===== src/inc/fsrg_defines.vh =====
// Constants for the suspend and resume command gate of the serial flash.
// Assumes inclusion by bare name from the design file; definitions only.
`ifndef FSRG_DEFINES_VH
`define FSRG_DEFINES_VH

// ****************************************************************
// Opcodes taken directly from the serial input
// ****************************************************************
`define FSRG_OP_SUSPEND 8'hB0
`define FSRG_OP_RESUME 8'hD0
`define FSRG_OPCODE_BITS 4'h8

// ****************************************************************
// Command classes supplied by the main command decoder
// ****************************************************************
`define FSRG_CLS_READ 4'h0
`define FSRG_CLS_WRITE_B1 4'h1
`define FSRG_CLS_WRITE_B2 4'h2
`define FSRG_CLS_XFER_B1 4'h3
`define FSRG_CLS_XFER_B2 4'h4
`define FSRG_CLS_COMPARE 4'h5
`define FSRG_CLS_PROG_NOERASE 4'h6
`define FSRG_CLS_ERASING 4'h7
`define FSRG_CLS_PROT_MODIFY 4'h8
`define FSRG_CLS_POWER_DOWN 4'h9
`define FSRG_CLS_RESET 4'hA
`define FSRG_CLS_OTHER 4'hB

// ****************************************************************
// Operation kinds on the array side
// ****************************************************************
`define FSRG_OPK_NONE 2'h0
`define FSRG_OPK_PROG_B1 2'h1
`define FSRG_OPK_PROG_B2 2'h2
`define FSRG_OPK_ERASE 2'h3

// ****************************************************************
// Timing
// ****************************************************************
`define FSRG_CLK_PERIOD_NS 10
`define FSRG_RESUME_LATENCY_NS 50000
`define FSRG_RESUME_CYCLES (`FSRG_RESUME_LATENCY_NS / `FSRG_CLK_PERIOD_NS)

`endif


===== src/fsrg_gate.v =====
// Suspend and resume command gate of a serial flash device.
// Assumes the serial pins come from an outside host in mode 0 and the
// command class, operation start and done strobes come from logic on clk.
//
// Notes on behaviour
// - Reads always allowed in every suspend state.
// - Buffer write refused only to suspended program buffer.
// - Erasing program commands and erases refused in every suspend state.
// - In a suspend state, program without erase allowed only in erase suspend.
// - Protection and security modifying commands refused.
// - Array to buffer transfer refused into suspended buffer.
// - Array to buffer compares always allowed.
// - Power-down entry and its resume refused.
// - Hardware or software reset always carried out.
// - Resume is opcode D0h; later bytes ignored.
// - Resume restarts operation within latency limit.
// - Resume clears the applicable suspend flag.
// - Ready-busy shows busy while resumed operation runs.
// - Dual suspend resumes program first, erase waits.
// - Suspend ignored while a resume is in progress.
// - Suspend opcode B0h sets flag and reports ready.
`timescale 1ns/100ps
`include "fsrg_defines.vh"

module fsrg_gate
#(
  parameter RESUME_CYCLES = `FSRG_RESUME_CYCLES,
  parameter CNT_W = 16
)
(
  // Clock and reset.
  input wire clk,
  input wire rst_n,
  // Serial pins from the host.
  input wire sck,
  input wire cs_n,
  input wire si,
  // Command classification from the main decoder.
  input wire cmd_valid,
  input wire [3:0] cmd_class,
  // Array operation events.
  input wire op_start,
  input wire [1:0] op_kind,
  input wire op_done,
  input wire soft_reset,
  // Gate answer.
  output reg gate_allow_reg,
  output reg gate_refuse_reg,
  // Commands to the array sequencer.
  output reg suspend_cmd_reg,
  output reg resume_cmd_reg,
  output reg [1:0] resume_kind_reg,
  output reg reset_cmd_reg,
  // Status.
  output reg ready_reg,
  output reg resuming_reg,
  output reg prog_suspend_buf_one_flag,
  output reg prog_suspend_buf_two_flag,
  output reg erase_suspend_flag
);

  // ****************************************************************
  // Pin synchronisers and edge detection
  // ****************************************************************
  reg [2:0] sck_sync_reg;
  reg [2:0] cs_sync_reg;
  reg [1:0] si_sync_reg;
  wire sck_rise;
  wire cs_rise;
  wire cs_fall;
  wire cs_low;

  // Two flops per pin, a third only on the clock and select for edges.
  always @(posedge clk or negedge rst_n)
  begin
    if (!rst_n)
    begin
      sck_sync_reg <= 3'h0;
      cs_sync_reg <= 3'h7;
      si_sync_reg <= 2'h0;
    end
    else
    begin
      sck_sync_reg <= {sck_sync_reg[1:0], sck};
      cs_sync_reg <= {cs_sync_reg[1:0], cs_n};
      si_sync_reg <= {si_sync_reg[0], si};
    end
  end

  assign sck_rise = sck_sync_reg[1] & ~sck_sync_reg[2];
  assign cs_rise = cs_sync_reg[1] & ~cs_sync_reg[2];
  assign cs_fall = ~cs_sync_reg[1] & cs_sync_reg[2];
  assign cs_low = ~cs_sync_reg[1];

  // ****************************************************************
  // Opcode capture
  // ****************************************************************
  reg [7:0] opcode_reg;
  reg [3:0] bit_cnt_reg;

  // Only the first byte of a frame is kept; the rest is discarded.
  always @(posedge clk or negedge rst_n)
  begin
    if (!rst_n)
    begin
      opcode_reg <= 8'h00;
      bit_cnt_reg <= 4'h0;
    end
    else if (cs_fall)
    begin
      bit_cnt_reg <= 4'h0;
    end
    else if (cs_low && sck_rise && bit_cnt_reg != `FSRG_OPCODE_BITS)
    begin
      opcode_reg <= {opcode_reg[6:0], si_sync_reg[1]};
      bit_cnt_reg <= bit_cnt_reg + 4'h1;
    end
  end

  wire frame_end;
  wire suspend_seen;
  wire resume_seen;

  assign frame_end = cs_rise && bit_cnt_reg == `FSRG_OPCODE_BITS;
  assign suspend_seen = frame_end && opcode_reg == `FSRG_OP_SUSPEND;
  assign resume_seen = frame_end && opcode_reg == `FSRG_OP_RESUME;

  // ****************************************************************
  // Command gating in the suspend states
  // ****************************************************************
  reg allow_c;
  wire any_susp;
  wire ps1;
  wire ps2;
  wire es;

  assign ps1 = prog_suspend_buf_one_flag;
  assign ps2 = prog_suspend_buf_two_flag;
  assign es = erase_suspend_flag;
  assign any_susp = ps1 | ps2 | es;

  // Decide whether the classified command may run now.
  always @*
  begin
    allow_c = 1'b1;
    if (any_susp)
    begin
      case (cmd_class)
        `FSRG_CLS_READ: allow_c = 1'b1;
        `FSRG_CLS_WRITE_B1: allow_c = ~ps1;
        `FSRG_CLS_WRITE_B2: allow_c = ~ps2;
        `FSRG_CLS_XFER_B1: allow_c = ~ps1;
        `FSRG_CLS_XFER_B2: allow_c = ~ps2;
        `FSRG_CLS_COMPARE: allow_c = 1'b1;
        `FSRG_CLS_PROG_NOERASE: allow_c = ~(ps1 | ps2);
        `FSRG_CLS_ERASING: allow_c = 1'b0;
        `FSRG_CLS_PROT_MODIFY: allow_c = 1'b0;
        `FSRG_CLS_POWER_DOWN: allow_c = 1'b0;
        `FSRG_CLS_RESET: allow_c = 1'b1;
        default: allow_c = 1'b1;
      endcase
    end
  end

  // Register the answer as one-cycle pulses.
  always @(posedge clk or negedge rst_n)
  begin
    if (!rst_n)
    begin
      gate_allow_reg <= 1'b0;
      gate_refuse_reg <= 1'b0;
    end
    else
    begin
      gate_allow_reg <= cmd_valid & allow_c;
      gate_refuse_reg <= cmd_valid & ~allow_c;
    end
  end

  // ****************************************************************
  // Suspend and resume sequencing
  // ****************************************************************
  reg [1:0] running_reg;
  reg [CNT_W-1:0] res_cnt_reg;
  wire do_reset;
  wire do_suspend;
  wire do_resume;
  wire [1:0] res_kind;

  assign do_reset = soft_reset | (cmd_valid && cmd_class == `FSRG_CLS_RESET);
  // A suspend only counts while an operation runs and no resume is in flight.
  assign do_suspend = suspend_seen && running_reg != `FSRG_OPK_NONE && !resuming_reg;
  // A pending program goes first when both kinds are suspended.
  assign do_resume = resume_seen && running_reg == `FSRG_OPK_NONE && any_susp;
  assign res_kind = ps1 ? `FSRG_OPK_PROG_B1 : ps2 ? `FSRG_OPK_PROG_B2 : `FSRG_OPK_ERASE;

  // Flags, running operation, ready and the resume window.
  always @(posedge clk or negedge rst_n)
  begin
    if (!rst_n)
    begin
      running_reg <= `FSRG_OPK_NONE;
      prog_suspend_buf_one_flag <= 1'b0;
      prog_suspend_buf_two_flag <= 1'b0;
      erase_suspend_flag <= 1'b0;
      ready_reg <= 1'b1;
      resuming_reg <= 1'b0;
      res_cnt_reg <= {CNT_W{1'b0}};
      suspend_cmd_reg <= 1'b0;
      resume_cmd_reg <= 1'b0;
      resume_kind_reg <= `FSRG_OPK_NONE;
      reset_cmd_reg <= 1'b0;
    end
    else
    begin
      // A reset in the same cycle aborts the suspend, so no pulse is sent.
      suspend_cmd_reg <= do_suspend & ~do_reset;
      resume_cmd_reg <= do_resume & ~do_reset;
      reset_cmd_reg <= do_reset;
      if (do_reset)
      begin
        // Reset aborts every suspended or running operation.
        running_reg <= `FSRG_OPK_NONE;
        prog_suspend_buf_one_flag <= 1'b0;
        prog_suspend_buf_two_flag <= 1'b0;
        erase_suspend_flag <= 1'b0;
        ready_reg <= 1'b1;
        resuming_reg <= 1'b0;
        res_cnt_reg <= {CNT_W{1'b0}};
      end
      else if (do_suspend)
      begin
        running_reg <= `FSRG_OPK_NONE;
        ready_reg <= 1'b1;
        case (running_reg)
          `FSRG_OPK_PROG_B1: prog_suspend_buf_one_flag <= 1'b1;
          `FSRG_OPK_PROG_B2: prog_suspend_buf_two_flag <= 1'b1;
          default: erase_suspend_flag <= 1'b1;
        endcase
      end
      else if (do_resume)
      begin
        running_reg <= res_kind;
        resume_kind_reg <= res_kind;
        ready_reg <= 1'b0;
        resuming_reg <= 1'b1;
        res_cnt_reg <= RESUME_CYCLES[CNT_W-1:0];
        case (res_kind)
          `FSRG_OPK_PROG_B1: prog_suspend_buf_one_flag <= 1'b0;
          `FSRG_OPK_PROG_B2: prog_suspend_buf_two_flag <= 1'b0;
          default: erase_suspend_flag <= 1'b0;
        endcase
      end
      else
      begin
        // Count out the resume window; suspends are ignored until it ends.
        if (resuming_reg)
        begin
          res_cnt_reg <= res_cnt_reg - {{(CNT_W-1){1'b0}}, 1'b1};
          if (res_cnt_reg <= {{(CNT_W-1){1'b0}}, 1'b1})
          begin
            resuming_reg <= 1'b0;
          end
        end
        if (op_done)
        begin
          running_reg <= `FSRG_OPK_NONE;
          ready_reg <= 1'b1;
          resuming_reg <= 1'b0;
        end
        else if (op_start && running_reg == `FSRG_OPK_NONE)
        begin
          running_reg <= op_kind;
          ready_reg <= (op_kind == `FSRG_OPK_NONE);
        end
      end
    end
  end

endmodule


===== config.mk =====
export PLATFORM = sky130hd
export DESIGN_NAME = fsrg_gate
export DESIGN_NICKNAME = d
export VERILOG_FILES = /design/src/fsrg_gate.v
export VERILOG_INCLUDE_DIRS = /design/src /design/src/inc
export SDC_FILE = /design/constraint.sdc
export NUM_CORES = 1
export LEC_CHECK = 0
export BUFFER_PORTS_ARGS = -buffer_cell sky130_fd_sc_hd__clkbuf_2
export CAP_MARGIN = 40
export CELL_PAD_IN_SITES_DETAIL_PLACEMENT = 0
export CELL_PAD_IN_SITES_GLOBAL_PLACEMENT = 1
export CORE_ASPECT_RATIO = 2
export CORE_MARGIN = 8
export CORE_UTILIZATION = 49
export CTS_CLUSTER_DIAMETER = 40
export DETAILED_ROUTE_END_ITERATION = 8
export GPL_TIMING_DRIVEN = 1
export PLACE_DENSITY = 0.92
export SLEW_MARGIN = 20
export SYNTH_ARGS = -nofsm -noshare
export SYNTH_HDL_FRONTEND = slang
export SYNTH_SLANG_ARGS = --single-unit

===== constraint.sdc =====
create_clock -name clk -period 6.8 [get_ports clk]
set_clock_uncertainty 0.15 [all_clocks]
set_input_delay 0.34 -clock clk [delete_from_list [all_inputs] [get_ports clk]]
set_output_delay 0.34 -clock clk [all_outputs]
set_load 0.1 [all_outputs]

Word-level counts from Yosys, hierarchy flattened
Index checks and enable logic that the tools add are counted.
{ "op_classes": {"n_addsub": 2, "n_mul": 0, "div": 0, "n_lt_le_gt_ge": 1, "n_eq_ne": 22, "shift": 0, "mux": 41, "n_bitwise": 20, "reduce_logical": 32} }
{ "op_table": {"columns": ["operator", "n"], "rows": [
  ["$mux W16", 4],
  ["$mux W1", 28],
  ["$eq A4 B4 Y1 const B", 4],
  ["$eq A8 B8 Y1 const B", 2],
  ["$le A16 B1 Y1 const B", 1],
  ["$sub A16 B1 Y16 const B", 1],
  ["$eq A4 B3 Y1 const B", 3],
  ["$mux W2", 6],
  ["$reduce_and A3 Y1", 4],
  ["$reduce_bool A3 Y1", 4],
  ["$logic_and A1 B1 Y1", 11],
  ["$not A1 Y1", 10],
  ["$eq A4 B2 Y1 const B", 2],
  ["$mux W4", 2],
  ["$reduce_or A2 Y1", 4],
  ["$and A1 B1 Y1", 7],
  ["$ne A3 B2 Y1 const B", 2],
  ["$reduce_bool A5 Y1", 1],
  ["$add A4 B1 Y4 const B", 1],
  ["$eq A2 B1 Y1 const B", 2],
  ["$eq A2 B2 Y1 const B", 2],
  ["$eq A4 B1 Y1 const B", 1],
  ["$logic_not A2 Y1", 2],
  ["$ne A4 B4 Y1 const B", 1],
  ["9 further kinds", 13]
]} }
{ "totals": {"ff_bits": 50, "latch_bits": 0, "ramBits": 0, "romBits": 0, "in_bits": 15, "output_inout_bits": 12, "wordCells": 136, "memories": 0} }

Longest topological paths before layout
{ "depth": {"word_depth": 9, "depth_mapped": 7, "ltp_nobuf": 6} }

Least setup slack after synthesis
Ideal clock, no wire load.
{ "synth_path": {"kind": "reg-to-reg", "start": "reg resuming_reg", "end": "reg res_cnt_reg[15]", "setup_ps": 77, "arrival_ps": 2549, "required_time_ps": 6573, "path_slack_ps": 4024, "path_stages_with_launch": 7, "path_buffers": 2, "period_less_slack_ps": 2776, "cell_sequence": "dfrtp_1 > clkbuf_2 > or4b_1 > clkbuf_1 > or3_1 > or3_1 > a21oi_1"} }
{ "synth_via": {"elab_chain_cells": 4, "elab_cells_between_ends": 5, "classes_between": "eq/ne (1); reduce/logical (4)"} }
{ "synth_rtl": {"columns": ["item", "line_no", "text"], "rows": [
  ["from (decl)", "fsrg_gate.v:56", "output reg resuming_reg,"],
  ["from (signal assigned)", "fsrg_gate.v:207", "resuming_reg <= 1'b0;"],
  ["from (signal assigned)", "fsrg_gate.v:228", "resuming_reg <= 1'b0;"],
  ["from (signal assigned)", "fsrg_gate.v:246", "resuming_reg <= 1'b1;"],
  ["$logic_not A1 Y1", "fsrg_gate.v:192", "assign do_suspend = suspend_seen && running_reg != `FSRG_OPK_NONE && !resuming_reg;"],
  ["$logic_and A1 B1 Y1", "fsrg_gate.v:192", null],
  ["$ne A2 B2 Y1 (no line)", null, null],
  ["$reduce_and A2 Y1 (no line) *", null, null],
  ["to (signal assigned)", "fsrg_gate.v:208", "res_cnt_reg <= {CNT_W{1'b0}};"],
  ["to (signal assigned)", "fsrg_gate.v:229", "res_cnt_reg <= {CNT_W{1'b0}};"],
  ["to (signal assigned)", "fsrg_gate.v:247", "res_cnt_reg <= RESUME_CYCLES[CNT_W-1:0];"],
  ["to (decl)", "fsrg_gate.v:184", "reg [CNT_W-1:0] res_cnt_reg;"]
]} }
Every way passes the cells marked *; elsewhere a longest branch is shown, timed or not.
A chain may end at the register's enable or synchronous reset.

Worst setup path after layout
{ "layout_path": {"start": "reg running_reg[0]", "end": "reg erase_suspend_flag"} }
{ "layout_via": {"elab_chain_cells": 5, "elab_cells_between_ends": 15, "classes_between": "eq/ne (4); mux (2); reduce/logical (9)"} }
{ "layout_rtl": {"columns": ["item", "line_no", "text"], "rows": [
  ["from (decl)", "fsrg_gate.v:183", "reg [1:0] running_reg;"],
  ["from (signal assigned)", "fsrg_gate.v:202", "running_reg <= `FSRG_OPK_NONE;"],
  ["from (signal assigned)", "fsrg_gate.v:223", "running_reg <= `FSRG_OPK_NONE;"],
  ["from (signal assigned)", "fsrg_gate.v:233", "running_reg <= `FSRG_OPK_NONE;"],
  ["$reduce_bool A2 Y1 (no line) / $logic_not A2 Y1 (equally long branches)", null, null],
  ["$logic_and A1 B1 Y1 (no line)", null, null],
  ["$logic_and A1 B1 Y1 (on tied branches)", "fsrg_gate.v:192, fsrg_gate.v:194", null],
  ["$ne A3 B1 Y1 (no line) (tied with other cells)", null, null],
  ["$reduce_and A3 Y1 (no line) / $mux W1 (equally long branches)", null, null],
  ["to (signal assigned)", "fsrg_gate.v:205", "erase_suspend_flag <= 1'b0;"],
  ["to (signal assigned)", "fsrg_gate.v:226", "erase_suspend_flag <= 1'b0;"],
  ["to (signal assigned)", "fsrg_gate.v:238", "default: erase_suspend_flag <= 1'b1;"],
  ["to (decl)", "fsrg_gate.v:59", "output reg erase_suspend_flag"]
]} }
Parallel ways exist; a longest one is shown, timed or not.

==> results.txt <==
Max-cap violations in this run came to 0. The register with the most flip-flops in the layout has 16 of them. The number of buffer and inverter stages on the critical path was 1. The tools report the post-detailed-placement half-perimeter wirelength as 3490 um.

In the routed design, unresolved DRC markers number 0. The clock-pin slew on the worst setup and hold paths came out at 0.09 ns. The synthesized netlist cell count came out at 209. The run gives 0 as the final antenna-violating net count. Counting every net in the synthesized netlist gives 231. Mean area per synthesized cell: 11.1 um^2.

sky130_fd_sc_hd__dfrtp_1 is the most common cell in the netlist. The worst setup path is of the reg2reg kind. STA classifies the critical path startpoint as a flop. The path class of the tightest hold or removal check is in2reg. The tools report the final count of hold timing violations as 0. Setup repair after global routing left no endpoint under its margin. The number of sinks handled by clock tree synthesis came out at 50. The reg-to-reg startpoint is running_reg[0]. Counting cells, the worst reg-to-reg path comes to 6. The worst pin sits at a relative slew slack of 49.5%. At the worst endpoint, the arrival time is 2.66 ns. Entering global routing, the biggest net connects 51 pins. The number of stages on the worst setup path was 6. The worst register-to-register path ends at erase_suspend_flag.

The clock reaches the later pin of the worst-skew pair after 0.31 ns. The deepest clock path buffer count was 2; the layout overhead on the synthesized area was 14.6%. Global routing consumed, over all layers together, 13.5% of the routing resources. At the pin with the least slew margin, the transition time is 0.751 ns. The final cycle utilization of the critical path was 38.0%. 0 antenna diodes ended up in the layout. The number of I/O port buffers was 26. The number of max-slew violations in the final report is 0, and the number of buffers inserted during clock tree synthesis is 5. The power per cell area is 231 mW/mm^2. Measured along the x axis, the die boundary spans 64.7 um. The detailed router finished its first iteration with 57 violations.

For the initial antenna violation count, the log shows 0. The top cell family by delay on the critical path is simple AND/OR/NAND/NOR gates. The y dimension of the die works out to 113 um. After clock tree synthesis, the setup repair step added 0 buffers. The first global-routing pass estimated 7850 um of wire. In this run the worst path has a maximum fanout of 5. The post-synthesis instance area was 0.00232 mm^2. Using the TritonRoute via totals, the vias-per-cell ratio works out to 5.54.

Detailed routing inserted a total of 1,645 vias. After global routing the overflow that remains totals 0. Sorting the synthesized cells by area gives the leading types as sky130_fd_sc_hd__dfrtp_1, sky130_fd_sc_hd__dfstp_2, sky130_fd_sc_hd__mux2_2, sky130_fd_sc_hd__ha_1, sky130_fd_sc_hd__a21oi_1.

The register-to-register setup slack is 4.21 ns, and the number of nets in the layout is 263. The routed design has 4700 um of wire. The critical path starts at running_reg[0].

After synthesis, flip-flops and latches occupy 54.2% of the total area. In the synthesized netlist the async set-or-reset flop fraction comes to 100%. The tools report the root buffer cell as sky130_fd_sc_hd__clkbuf_8. The post-synthesis sequential element count came out at 50. For this run, global-route usage on met3 was measured as 2.97%.

For this configuration, the core starts out at a cell density of 50.4%. The cell type with the largest total area after synthesis is sky130_fd_sc_hd__dfrtp_1. The H-tree generated during clock tree synthesis spans 2 levels.

The most used flip-flop cell after synthesis is sky130_fd_sc_hd__dfrtp_1. The top-level port count was 27. The run finished with clean final reports. In the final timing run, aggregate negative setup slack is 0 ns.

In this run the static leakage power is 0.00122 uW. The total area inside the core boundary comes to 0.00460 mm^2. The netlist uses 47 different library cells.

The maximum clock frequency is 0.387 GHz. In this run the core area contains 35 standard-cell rows. The shortest period the worst path allows was 2.59 ns. The congestion estimate from routability-driven global placement came to 0.813. The tools report the sort of element at the end of the critical path as a flop. The critical path goes through inv_1 -> ha_1 -> or4b_2 -> nor4_1 -> a21oi_1 -> a211oi_1. Share of post-route cells with drive strength above 1: 23.6%. The largest single stage delay on the critical path is 0.67 ns.

The slowest stage of the critical path is the sky130_fd_sc_hd__or4b_2 cell. After synthesis, the most frequently instantiated cells are sky130_fd_sc_hd__dfrtp_1, sky130_fd_sc_hd__nor2_1, sky130_fd_sc_hd__a21oi_1. Busiest layer in global routing: met2. TritonCTS built the clock tree. The logs give 0 for the count of warnings emitted by yosys and 24.2% for the met2 usage in global routing. The die covers 0.00733 mm^2. The area fraction of the dominant cell type after synthesis works out to 49.6%.

The number of global-route vias before repair was 1,710; the wire length per cell was 15.8 um. The length of the first detailed-routing pass in iterations is 4. The critical path ends at erase_suspend_flag.

The required time at the endpoint of the critical path was 6.87 ns. The peak supply drop was 186 uV. The number of enable-type register cells in the synthesized netlist is 0, and the count of final setup violators is 0. In the global route stage, met1 resource usage came out at 13.5%. For this run, the share of the core covered by cells in the final layout is 57.8%.
per-stage QoR:
stage / total power [uW] / setup slack (ns) / cell area (um^2) / hold WS, ns / std cells
after global routing: 643 / 4.01 / 2660 / 0.114 / 297
final: 615 / 4.21 / 2660 / 0.117 / 297
after CTS: 625 / 4.14 / 2650 / 0.106 / 296
after detailed placement: 403 / 4.20 / 2500 / 0.196 / 284
after floorplan: 380 / 4.02 / 2320 / -0.106 / 209
after global placement: 400 / 4.20 / 2500 / 0.183 / 284
report_power, final:
group / internal (uW) / leakage, uW / total, uW / switching, uW
Sequential: 320 / 0.000652 / 336 / 15.8
Combinational: 29.5 / 0.000509 / 62.2 / 32.7
Clock: 112 / 0.0000563 / 217 / 105
Total: 462 / 0.00122 / 615 / 154
cell type report:
cell class,instances,area (um^2)
sequential,50,1260
clock buffer,5,68.8
timing repair buffer,32,183
tap,55,68.8
fill,420,1940
multi-input combinational,142,996
inverter,10,37.5
clock inverter,3,48.8
worst register-to-register path, stage by stage (launching register included):
cell and delay (ns):
sky130_fd_sc_hd__dfrtp_1 0.40, sky130_fd_sc_hd__inv_1 0.08, sky130_fd_sc_hd__ha_1 0.25, sky130_fd_sc_hd__or4b_2 0.67, sky130_fd_sc_hd__nor4_1 0.57, sky130_fd_sc_hd__a21oi_1 0.15
sky130_fd_sc_hd__a211oi_1 0.23
logic make-up (layout without fill, tap and decap cells):
group	Yosys count	count (layout)	synth area share, %
flops	50	50	54.2
fa+ha+maj	7	7	3.78
xor+xnor	15	15	5.66
compound gates	35	35	9.87
simple gates	75	75	18.8
buf+inv	17	50	2.91
mux	10	10	4.80
routing by layer:
layer	wire [um]	vias to the layer above
li1	-	808
met1	1800	800
met2	2620	25
met3	126	12
met4	147	0
met5	0	-
worst min path at each step:
stage / depth (start not counted) / start / end
2_1_floorplan: 0 / rst_n / bit_cnt_reg[0]
3_3_place_gp: 0 / sck_sync_reg[0] / sck_sync_reg[1]
3_5_place_dp: 0 / sck_sync_reg[0] / sck_sync_reg[1]
4_1_cts: 2 / cmd_valid / gate_refuse_reg
5_1_grt: 2 / cmd_valid / gate_refuse_reg
6_report: 2 / cmd_valid / gate_refuse_reg
layout by cell type, fill, tap and decap left out, drive strengths merged, types with 4 or more instances in the layout:
| cell | count |
|---|---|
| xnor2 | 7 |
| nor2 | 17 |
| o21ai | 4 |
| nor3 | 6 |
| a211oi | 4 |
| dfstp | 4 |
| dfrtp | 46 |
| inv | 11 |
| ha | 7 |
| dlygate4sd3 | 4 |
| nand2 | 12 |
| nor4 | 6 |
| xor2 | 8 |
| mux2 | 9 |
| or3 | 6 |
| clkbuf | 32 |
| a21oi | 16 |
| nand3 | 6 |
repair_timing:
item,in CTS,in global routing
gates resized for setup,0,0
hold buffers,4,0
hold endpoints to repair,35,0
Note: power is estimated with default switching activity, not from simulation.
